===== src/design/simd_alu_pkg.sv =====
// Shared encodings, field positions and reset values for the SIMD compare and complex unit
package simd_alu_pkg;

	// Instruction field positions
	localparam int OPC_LSB = 0;
	localparam int OPC_MSB = 6;
	localparam int DEST_LSB = 7;
	localparam int DEST_MSB = 11;
	localparam int SUB_LSB = 12;
	localparam int SUB_MSB = 14;
	localparam int SRC1_LSB = 15;
	localparam int SRC1_MSB = 19;
	localparam int SRC2_LSB = 20;
	localparam int SRC2_MSB = 24;
	localparam int IMM_LOW_BIT = 25;
	localparam int GROUP_BIT = 26;
	localparam int FUNC_LSB = 27;
	localparam int FUNC_MSB = 31;

	// Opcode and function codes
	localparam logic [6:0] OPC_CUSTOM = 7'h7b;
	localparam logic [4:0] FUNC_CMP_LAST = 5'h09;
	localparam logic [4:0] FUNC_CPLX_MUL = 5'h0a;
	localparam logic [4:0] FUNC_CPLX_CONJ = 5'h0b;
	localparam logic [4:0] FUNC_CPLX_SUBROT = 5'h0d;

	// Compare sub-function codes: bit 0 picks byte lanes, bits 2:1 the operand form
	localparam logic [1:0] FORM_VECTOR = 2'h0;
	localparam logic [1:0] FORM_SCALAR = 2'h2;
	localparam logic [1:0] FORM_IMM = 2'h3;

	// Complex multiply shift for the plain variant
	localparam logic [5:0] MUL_BASE_SHIFT = 6'h0f;

	// Values after reset
	localparam logic [31:0] DATA_RST = 32'h0000_0000;
	localparam logic [4:0] DEST_RST = 5'h00;

	typedef enum logic [3:0] {
		KIND_EQ = 4'b0000,
		KIND_NE = 4'b0001,
		KIND_GT = 4'b0010,
		KIND_GE = 4'b0011,
		KIND_LT = 4'b0100,
		KIND_LE = 4'b0101,
		KIND_GTU = 4'b0110,
		KIND_GEU = 4'b0111,
		KIND_LTU = 4'b1000,
		KIND_LEU = 4'b1001
	} cmp_kind_t;

endpackage


===== src/design/lane_compare_unit.sv =====
// Lane-wise compare producing an all-ones or all-zeros mask per lane
`timescale 1ns/10ps
module lane_compare_unit (
	input wire logic [31:0] lhs,
	input wire logic [31:0] rhs,
	input wire simd_alu_pkg::cmp_kind_t kind,
	input wire logic byte_lanes,
	output logic [31:0] mask
);
	import simd_alu_pkg::*;

	function automatic logic is_signed_kind(input cmp_kind_t k);
		begin
			is_signed_kind = (k == KIND_GT) || (k == KIND_GE) || (k == KIND_LT) || (k == KIND_LE);
		end
	endfunction

	// Byte lanes are widened so one 16-bit comparator serves both widths
	function automatic logic [15:0] widen(input logic [7:0] v, input logic sgn);
		begin
			widen = {{8{sgn & v[7]}}, v};
		end
	endfunction

	function automatic logic lane_hit(input logic [15:0] a, input logic [15:0] b,
		input cmp_kind_t k);
		logic eq;
		logic sgt;
		logic ugt;
		begin
			eq = (a == b);
			sgt = $signed(a) > $signed(b);
			ugt = a > b;
			case (k)
				KIND_EQ: lane_hit = eq;
				KIND_NE: lane_hit = !eq;
				KIND_GT: lane_hit = sgt;
				KIND_GE: lane_hit = sgt | eq;
				KIND_LT: lane_hit = !(sgt | eq);
				KIND_LE: lane_hit = !sgt;
				KIND_GTU: lane_hit = ugt;
				KIND_GEU: lane_hit = ugt | eq;
				KIND_LTU: lane_hit = !(ugt | eq);
				KIND_LEU: lane_hit = !ugt;
				default: lane_hit = 1'b0;
			endcase
		end
	endfunction

	always_comb begin
		logic sgn;
		sgn = is_signed_kind(kind);
		mask = DATA_RST;
		if (byte_lanes) begin
			for (int i = 0; i < 4; i++) begin
				mask[i*8 +: 8] = {8{lane_hit(widen(lhs[i*8 +: 8], sgn),
					widen(rhs[i*8 +: 8], sgn), kind)}};
			end
		end else begin
			for (int i = 0; i < 2; i++) begin
				mask[i*16 +: 16] = {16{lane_hit(lhs[i*16 +: 16], rhs[i*16 +: 16], kind)}};
			end
		end
	end

endmodule


===== src/design/simd_compare_and_complex_alu.sv =====
// Decode and datapath for packed lane compares and complex halfword arithmetic
//
// What this block does
// - Compare needs custom opcode in 6:0 and bit 26 set; fields at fixed spots.
// - Function values 0 through 9 are the ten compare kinds; others are not compares.
// - Six sub-codes per kind; register forms need bit 25 clear, 110/111 use immediate.
// - Immediate low bit comes from bit 25, upper five bits from 24:20.
// - Complex operations use halfword lanes and register operands only.
// - Register holds real part in low halfword, imaginary part in high halfword.
// - Subtract-rotate: low=im1-im2, high=re2-re1, masked, shifted right 0 to 3.
// - Conjugate keeps real half and negates imaginary half.
// - Real multiply writes re*re minus im*im shifted 15 to 18 into low half only.
// - Imaginary multiply writes re*im plus im*re shifted 15 to 18 into high half only.
// - Full product takes two instructions; old destination is read as an operand.
// - No flags raised, no control or status state touched.
// - Complex results wrap to 16 bits, no saturation or overflow signalling.
// - Complex codes 0x0d subtract-rotate, 0x0b conjugate, 0x0a multiply with variant bits.
// - Each compare lane becomes all ones when true, all zeros when false.
// - Vector uses lane i of source two, scalar its lowest lane, immediate the immediate.
// - Kinds: eq, ne, signed gt ge lt le, then unsigned gt ge lt le.
`timescale 1ns/10ps
module simd_compare_and_complex_alu (
	input wire logic clk,
	input wire logic sys_rst,
	input wire logic issue_valid,
	input wire logic [31:0] issue_instr,
	input wire logic [31:0] src1_data,
	input wire logic [31:0] src2_data,
	input wire logic [31:0] dest_old_data,
	output logic wb_valid_r,
	output logic wb_hit_r,
	output logic [4:0] wb_dest_r,
	output logic [31:0] wb_data_r
);
	import simd_alu_pkg::*;

	// Scaled multiply result: arithmetic shift of the full sum, low 16 bits kept
	function automatic logic [15:0] scale_mul(input logic signed [32:0] sum, input logic [1:0] s);
		logic [5:0] amt;
		logic signed [32:0] sh;
		begin
			amt = MUL_BASE_SHIFT + {4'h0, s};
			sh = sum >>> amt;
			scale_mul = sh[15:0];
		end
	endfunction

	// Wrapped difference shifted logically, as the 16-bit mask implies
	function automatic logic [15:0] scale_diff(input logic [15:0] a, input logic [15:0] b,
		input logic [1:0] s);
		logic [15:0] d;
		begin
			d = a - b;
			scale_diff = d >> s;
		end
	endfunction

	logic [6:0] opc;
	logic [4:0] func;
	logic [2:0] sub;
	logic group_bit;
	logic imm_low;
	logic [5:0] lane_imm;
	logic byte_lanes;
	logic [1:0] form;
	logic cmp_hit;
	logic subrot_hit;
	logic conj_hit;
	logic mul_hit;
	logic imm_sign;
	logic [7:0] imm_b;
	logic [15:0] imm_h;
	logic [31:0] cmp_rhs;
	logic [31:0] cmp_mask;
	cmp_kind_t kind;
	logic signed [15:0] re1;
	logic signed [15:0] im1;
	logic signed [15:0] re2;
	logic signed [15:0] im2;
	logic signed [31:0] p_rr;
	logic signed [31:0] p_ii;
	logic signed [31:0] p_ri;
	logic signed [31:0] p_ir;
	logic signed [32:0] sum_re;
	logic signed [32:0] sum_im;
	logic [31:0] alu_out;
	logic wb_valid_nxt;
	logic wb_hit_nxt;
	logic [4:0] wb_dest_nxt;
	logic [31:0] wb_data_nxt;

	assign opc = issue_instr[OPC_MSB:OPC_LSB];
	assign func = issue_instr[FUNC_MSB:FUNC_LSB];
	assign sub = issue_instr[SUB_MSB:SUB_LSB];
	assign group_bit = issue_instr[GROUP_BIT];
	assign imm_low = issue_instr[IMM_LOW_BIT];
	assign lane_imm = {issue_instr[SRC2_MSB:SRC2_LSB], imm_low};
	assign byte_lanes = sub[0];
	assign form = sub[2:1];
	assign kind = cmp_kind_t'(func[3:0]);

	always_comb begin
		logic base;
		base = (opc == OPC_CUSTOM) && group_bit;
		// valid forms, register forms need bit 25 clear
		cmp_hit = base && (func <= FUNC_CMP_LAST) &&
			((form == FORM_IMM) || (!imm_low && (form == FORM_VECTOR || form == FORM_SCALAR)));
		// halfword register forms only, bit 25 clear
		subrot_hit = base && !imm_low && (func == FUNC_CPLX_SUBROT) && !sub[0];
		conj_hit = base && !imm_low && (func == FUNC_CPLX_CONJ) && (sub == 3'h0);
		mul_hit = base && !imm_low && (func == FUNC_CPLX_MUL);
	end

	// sign follows comparison kind; equality kinds sign-extend
	assign imm_sign = (kind <= KIND_LE) & lane_imm[5];
	assign imm_b = {{2{imm_sign}}, lane_imm};
	assign imm_h = {{10{imm_sign}}, lane_imm};

	always_comb begin
		cmp_rhs = src2_data;
		if (form == FORM_SCALAR) begin
			cmp_rhs = byte_lanes ? {4{src2_data[7:0]}} : {2{src2_data[15:0]}};
		end else if (form == FORM_IMM) begin
			cmp_rhs = byte_lanes ? {4{imm_b}} : {2{imm_h}};
		end
	end

	lane_compare_unit cmp_u (
		.lhs(src1_data),
		.rhs(cmp_rhs),
		.kind(kind),
		.byte_lanes(byte_lanes),
		.mask(cmp_mask)
	);

	assign re1 = src1_data[15:0];
	assign im1 = src1_data[31:16];
	assign re2 = src2_data[15:0];
	assign im2 = src2_data[31:16];
	assign p_rr = re1 * re2;
	assign p_ii = im1 * im2;
	assign p_ri = re1 * im2;
	assign p_ir = im1 * re2;
	assign sum_re = 33'(p_rr) - 33'(p_ii);
	assign sum_im = 33'(p_ri) + 33'(p_ir);

	// Result select; only the 32-bit result leaves, so nothing else can be flagged
	always_comb begin
		alu_out = DATA_RST;
		if (cmp_hit) begin
			alu_out = cmp_mask;
		end else if (subrot_hit) begin
			// subtract and rotate by minus j
			alu_out = {scale_diff(re2, re1, sub[2:1]), scale_diff(im1, im2, sub[2:1])};
		end else if (conj_hit) begin
			alu_out = {16'h0000 - src1_data[31:16], src1_data[15:0]};
		end else if (mul_hit) begin
			if (sub[0]) begin
				alu_out = {scale_mul(sum_im, sub[2:1]), dest_old_data[15:0]};
			end else begin
				alu_out = {dest_old_data[31:16], scale_mul(sum_re, sub[2:1])};
			end
		end
	end

	// outputs carry only valid, hit, result and destination, no flag state
	always_comb begin
		wb_valid_nxt = issue_valid;
		wb_hit_nxt = issue_valid && (cmp_hit || subrot_hit || conj_hit || mul_hit);
		wb_dest_nxt = issue_instr[DEST_MSB:DEST_LSB];
		wb_data_nxt = alu_out;
		if (sys_rst) begin
			wb_valid_nxt = 1'b0;
			wb_hit_nxt = 1'b0;
			wb_dest_nxt = DEST_RST;
			wb_data_nxt = DATA_RST;
		end
	end

	always_ff @(posedge clk) begin
		wb_valid_r <= wb_valid_nxt;
		wb_hit_r <= wb_hit_nxt;
		wb_dest_r <= wb_dest_nxt;
		wb_data_r <= wb_data_nxt;
	end
endmodule


===== config.mk =====
export PLATFORM = sky130hd
export DESIGN_NAME = simd_compare_and_complex_alu
export DESIGN_NICKNAME = d
export VERILOG_FILES = /design/src/design/simd_alu_pkg.sv /design/src/design/lane_compare_unit.sv /design/src/design/simd_compare_and_complex_alu.sv
export SDC_FILE = /design/constraint.sdc
export NUM_CORES = 2
export LEC_CHECK = 0
export BUFFER_PORTS_ARGS = -buffer_cell sky130_fd_sc_hd__buf_4
export CORE_ASPECT_RATIO = 0.6
export CORE_MARGIN = 4
export CORE_UTILIZATION = 35
export DETAILED_ROUTE_END_ITERATION = 7
export GPL_TIMING_DRIVEN = 1
export PLACE_DENSITY = 0.57
export SYNTH_ARGS = -nofsm -noshare
export SYNTH_HDL_FRONTEND = slang
export SYNTH_SLANG_ARGS = --single-unit

===== constraint.sdc =====
create_clock -name clk -period 28.3 [get_ports clk]
set_input_delay 4.245 -clock clk [delete_from_list [all_inputs] [get_ports clk]]
set_output_delay 4.245 -clock clk [all_outputs]
set_load 0.02 [all_outputs]

Word level (Yosys, flattened, before mapping)

Index checks and enable logic that the tools add are counted.

Shift-type cells: 4
Eq/ne operators: 21
Multipliers: 4
Add/subtract/negate cells: 6
Bitwise operators: 21
Muxes and demuxes: 16
Reduce and logical (&&, ||, !) cells: 54
Order comparisons: 14

Operator list:

| kind                                                                 | count |
|---|---|
| 32-bit two-way mux                                                   | 9 |
| 16-bit greater-than comparator                                       | 8 |
| 16-bit by 16-bit multiplier with 32-bit output                       | 4 |
| 16-bit == test                                                       | 6 |
| 1-bit one-hot mux with 10 select lines                               | 6 |
| 9-bit greater-than comparator                                        | 4 |
| 32-bit by 32-bit adder with 33-bit output                            | 1 |
| 33-bit by 5-bit >>> shifter with 16-bit output                       | 1 |
| 33-bit by 6-bit >>> shifter with 16-bit output                       | 1 |
| 32-bit by 32-bit subtractor with 33-bit output                       | 1 |
| 1-bit zero test                                                      | 32 |
| 16-bit by 2-bit right shift with 16-bit output                       | 2 |
| 16-bit subtractor                                                    | 2 |
| 30-bit two-way mux                                                   | 1 |
| 4-bit by 3-bit == test with 1-bit output (second input constant)     | 4 |
| 1-bit by 16-bit subtractor with 16-bit output (first input constant) | 1 |
| 5-bit by 4-bit == test with 1-bit output (second input constant)     | 3 |
| 1-bit bitwise OR                                                     | 12 |
| 1-bit logical AND                                                    | 11 |
| 1-bit AND                                                            | 9 |
| 4-bit by 2-bit == test with 1-bit output (second input constant)     | 2 |
| 4-bit == test (second input constant)                                | 2 |
| 1-bit logical OR                                                     | 8 |
| 7-bit == test (second input constant)                                | 1 |
| 8 further kinds                                                      | 9 |

Output and inout port bits: 39
Flip-flop bits (word level): 39
Input port bits: 131

Depth between registers and ports, before layout

Depth after elaboration: 12
Mapped depth: 31
Gate-level depth less buffers: 29

Modules after synthesis

Synthesis repeated with hierarchy kept, for this count alone.

Cell total of the unflattened synthesis: 5,624
Area total of the unflattened synthesis: 48,850.6 um^2

Modules (own cells, without submodules):

| module                       | seq. area each (um^2) | instances | area an instance (um^2) | cells each |
|---|---|---|---|---|
| simd_compare_and_complex_alu | 780.7                 | 1         | 46,797.4                | 5,336 |
| lane_compare_unit            | 0.0                   | 1         | 2,053.2                 | 288 |

Worst setup path after synthesis

No wires, ideal clock.

Path type: input to register
Start: input src1_data[31]
End: register wb_data_r[21]
Arrival: 11.798 ns
Stages on the path: 28
Setup slack: 16.369 ns
Path buffers: 3
Cell sequence: clkbuf_1 > buf_1 > nand2_1 > fa_1 > inv_1 > fa_1 > inv_1 > fa_1 > inv_1 > fa_1 > fa_1 > fa_1 > fa_1 > inv_1 > fa_1 > inv_1 > ha_1 > buf_4 > and4_4 > and3_4 > nand2_4 > o41a_1 > o2111a_1 > and2_0 > a211o_1 > a221o_1 > a21oi_1 > o41ai_1

Longest elaborated chain between the ends: 8
Elaborated cells on any way between the ends: 20
Those cells by class: add/sub (1); mul (1); order compare (2); eq/ne (1); shift (1); mux (7); bitwise (2); reduce/logical (5)

Ends and longest elaborated chain:

| item                                           | RTL line                            | source |
|---|---|---|
| start, declared                                | simd_compare_and_complex_alu.sv:27  | `input wire logic [31:0] src1_data,` |
| 16-bit by 16-bit multiplier with 32-bit output | simd_compare_and_complex_alu.sv:143 | `assign p_ir = im1 * re2;` |
| 32-bit by 32-bit adder with 33-bit output      | simd_compare_and_complex_alu.sv:145 | `assign sum_im = 33'(p_ri) + 33'(p_ir);` |
| 33-bit by 6-bit >>> shifter with 16-bit output | simd_compare_and_complex_alu.sv:43  | `sh = sum >>> amt;` |
| 32-bit two-way mux                             | simd_compare_and_complex_alu.sv:158 | `if (sub[0]) begin` |
| 32-bit two-way mux                             | simd_compare_and_complex_alu.sv:157 | `end else if (mul_hit) begin` |
| 32-bit two-way mux                             | simd_compare_and_complex_alu.sv:155 | `end else if (conj_hit) begin` |
| 32-bit two-way mux                             | simd_compare_and_complex_alu.sv:152 | `end else if (subrot_hit) begin` |
| 32-bit two-way mux (*)                         | simd_compare_and_complex_alu.sv:150 | `if (cmp_hit) begin` |
| end signal, assigned                           | simd_compare_and_complex_alu.sv:184 | `wb_data_r <= wb_data_nxt;` |
| end, declared                                  | simd_compare_and_complex_alu.sv:33  | `output logic [31:0] wb_data_r` |

Mark *: on every way between the ends. The rest lies on a longest branch, timed or not.
A chain may end at the register's enable or synchronous reset.

Final worst setup path

Start: input src1_data[15]
End: register wb_data_r[12]

Longest elaborated chain between the ends: 8
Elaborated cells on any way between the ends: 32
Those cells by class: add/sub (1); mul (1); order compare (4); eq/ne (2); shift (1); mux (8); bitwise (5); reduce/logical (10)

Ends and longest elaborated chain:

| item                                           | RTL line                            | source |
|---|---|---|
| 16-bit by 16-bit multiplier with 32-bit output | simd_compare_and_complex_alu.sv:140 | `assign p_rr = re1 * re2;` |
| 32-bit by 32-bit subtractor with 33-bit output | simd_compare_and_complex_alu.sv:144 | `assign sum_re = 33'(p_rr) - 33'(p_ii);` |
| 33-bit by 5-bit >>> shifter with 16-bit output | simd_compare_and_complex_alu.sv:43  |  |
| 32-bit two-way mux                             | simd_compare_and_complex_alu.sv:158 |  |
| 32-bit two-way mux                             | simd_compare_and_complex_alu.sv:157 |  |
| 32-bit two-way mux                             | simd_compare_and_complex_alu.sv:155 |  |
| 32-bit two-way mux                             | simd_compare_and_complex_alu.sv:152 |  |
| 32-bit two-way mux (*)                         | simd_compare_and_complex_alu.sv:150 |  |

Marks and branches as above.

==> impl_results.md <==
* Outcome: complete, no violations
* Min-Delay Path Class: primary input to register
* Crit Path Class: primary input to register
* Reg clk slew, reported paths at 0.06 ns
* Hold_buf cts at 0
* Relative slew margins at 0.159
* Die Width at 492 um
* Fmax achieved at 70.5 MHz
* Max Root-Sink Buffers at 2
* Synth top cells by count: inv_1 (1,400), fa_1 (1,178), nand2_1 (615)
* Crit-path leading delay family: adder cells
* Largest net degree at the start of global routing at 46
* Distinct cells, synth at 103
* Slowest-stage cell, CP: inv_1
* Starting DRT DRC Count at 4,345
* CTS tree: built
* Final Cell Area at 0.0521 mm^2
* Clock Tree Root: clkbuf_16
* Core Rows at 106
* Layout Nets at 7,307
* Synth Flop Type: dfxtp_1
* Worst hold start: dest_old_data[27]
* RSZ-0062 raised after global routing: false
* Syn nets at 7,368
* Most frequent cell on the critical path: fa_1
* Syn Inst Count at 5,654
* Crit Path Max Fanout at 12
* Top-area cell type share of the netlist area at 0.480
* Initial antenna violation count at 10
* Synth Area in Compound Gates at 0.0809
* Final hold violation count at 0
* Setup TNS at 0 ns
* Crit path buffers/inverters at 8
* Post-synthesis xor/xnor area fraction at 0.0218
* Max-cap viol count at 0
* Worst-margin pin slew at 1.26 ns
* # setup viols final at 0
* Ys Warns at 0
* Mux contribution to synthesized area at 0.0192
* First-pass DRT Iterations at 6
* Largest family of logic cells by synthesized area: adder cells
* Total CTS buffers at 5
* Clock sinks at 39
* Final Max Tran Viols at 0
* Via density at 5.28
* Most common cell in the netlist: inv_1
* Vias in the first global route at 40,526
* Critical path startpoint: src1_data[15]
* Type of origin of the critical path: primary input
* Core ar. at 0.139 mm^2
* Starting Density at 0.353
* Avg Cell Area, Syn at 8.69 um^2
* First-pass GRT wire length at 271,000 um
* Post-synth EDFFs at 0
* Slowest cell delay on critical path at 0.84 ns
* Period utilization at 0.501
* Total GRT Usage at 0.247
* Seq/Total Area, Yosys at 0.0159
* Simple-Gate Fraction of Synth Area at 0.149
* Worst Setup Slack, final at 14.11 ns
* WL final at 179,000 um
* Placed cell area at 0.0520 mm^2
* Asr flop ratio synth at 0
* Ports at 170
* DRT antenna net count at 0
* Synth Area in Adders at 0.583
* Die height at 298 um
* Vias at 39,261
* #FFs+latches synth at 39
* WL/cell at 24.1 um
* Detail Placement HPWL at 140,000 um
* Area delta synth->final at 6.10%
* Die Area at 0.147 mm^2
* Largest area contributor in the netlist: fa_1
* GRT overflow at 0
* Post-CTS sizing at 0
* Setup Fix Bufs, Post-CTS at 0
* Required time of the worst setup path at 28.47 ns
* Area of the mapped netlist at 0.0491 mm^2
* Tmin final at 14.19 ns
* Critical Path AT at 14.36 ns
* PortBufs at 164
* H-tree Lvls at 2
* Layout cells sized above 1 at 0.0531
* Critical path capture point type: register
* Drt drc at 0
* Gpl congestion at 0.962
* Area contributors post-synth: fa_1 (48%), inv_1 (11%), ha_1 (10%), nand2_1 (4.7%), and2_1 (4.4%)
* Dpl ws at 14.14 ns
-- tightest hold or removal path: stages --
cell and delay [ns]:
buf_4 0.08, nand2_1 0.04, o221ai_1 0.05
-- registers in the layout (all words and copies together) (netlist names) --
signal	flops
wb_data_r	32
wb_dest_r	5
wb_hit_r	1
wb_valid_r	1
-- cell families (layout without fill, tap and decap cells) --
logic type,after synthesis,count (layout)
AOI/OAI and AO/OA,563,563
xor gates and xnor gates,122,122
adders and majority gates,1583,1583
buffers and inverters,1695,1635
other,0,4
and+or+nand+nor,1563,1563
DFF,39,39
muxes,89,89
-- worst paths after layout --
path	cells past startpoint	end
setup / recovery	28	wb_data_r[12]
hold / removal	3	wb_data_r[27]
-- cells in the final DEF (no fill, tap or decap), types with 8 or more instances in the layout --
| cell | synthesis | routed |
|---|---|---|
| buf_4 | 1 | 216 |
| nand4_1 | 24 | 24 |
| a211o_1 | 10 | 10 |
| a22oi_1 | 13 | 13 |
| nor4_1 | 9 | 9 |
| o22ai_1 | 9 | 9 |
| nor2b_1 | 21 | 21 |
| o2111ai_1 | 12 | 12 |
| xnor2_1 | 91 | 91 |
| o211ai_1 | 19 | 19 |
| nand3_1 | 42 | 42 |
| nor3_1 | 45 | 45 |
| fa_1 | 1178 | 1178 |
| mux2i_1 | 66 | 66 |
| a21o_1 | 36 | 36 |
| dfxtp_1 | 39 | 39 |
| o21bai_1 | 10 | 10 |
| o31a_1 | 8 | 8 |
| and2_1 | 345 | 345 |
| o21ai_0 | 86 | 86 |
| xor2_1 | 31 | 31 |
| mux2_2 | 19 | 19 |
| and3_1 | 15 | 15 |
| a221o_1 | 8 | 8 |
| o21a_1 | 37 | 37 |
| o221ai_1 | 9 | 9 |
| a31oi_1 | 28 | 28 |
| or3_1 | 15 | 15 |
| nor2_1 | 369 | 368 |
| a21oi_1 | 134 | 134 |
| a211oi_1 | 19 | 19 |
| or2_2 | 8 | 8 |
| o211a_1 | 8 | 8 |
| o31ai_1 | 13 | 13 |
| a221oi_1 | 12 | 12 |
| a222oi_1 | 9 | 9 |
| ha_1 | 405 | 405 |
| nand2b_1 | 19 | 19 |
| inv_1 | 1400 | 1400 |
| nand2_1 | 615 | 615 |
-- metal layers --
layer	track usage	vias up	wire [um]
met5	0.00130	-	26
met3	0.0752	242	22900
met2	0.334	2091	68700
met4	0.0502	4	4880
li1	-	16838	-
met1	0.381	20086	82400
-- cell type report --
cell class | count | area, um^2
clock inverters | 2 | 12.5
repair buffers | 216 | 1620
diodes | 4 | 10.0
multi-input cells | 3920 | 42000
flip-flops and latches | 39 | 781
well taps | 1836 | 2300
fillers | 14425 | 87200
clock buffers | 6 | 129
inverters | 1411 | 5300
-- stage by stage --
| step | std cells | utilization | hold WS, ns |
|---|---|---|---|
| CTS | 7430 | 0.374 | 4.16 |
| global placement | 7422 | 0.373 | 4.45 |
| finish | 7434 | 0.374 | 4.17 |
| detailed placement | 7422 | 0.373 | 4.46 |
| global route | 7430 | 0.374 | 4.16 |
| floorplan | 5654 | - | 4.36 |
Power is left out: the tool's default activity adds up to more than one toggle a clock period on the data nets, which glitch-free logic cannot reach.
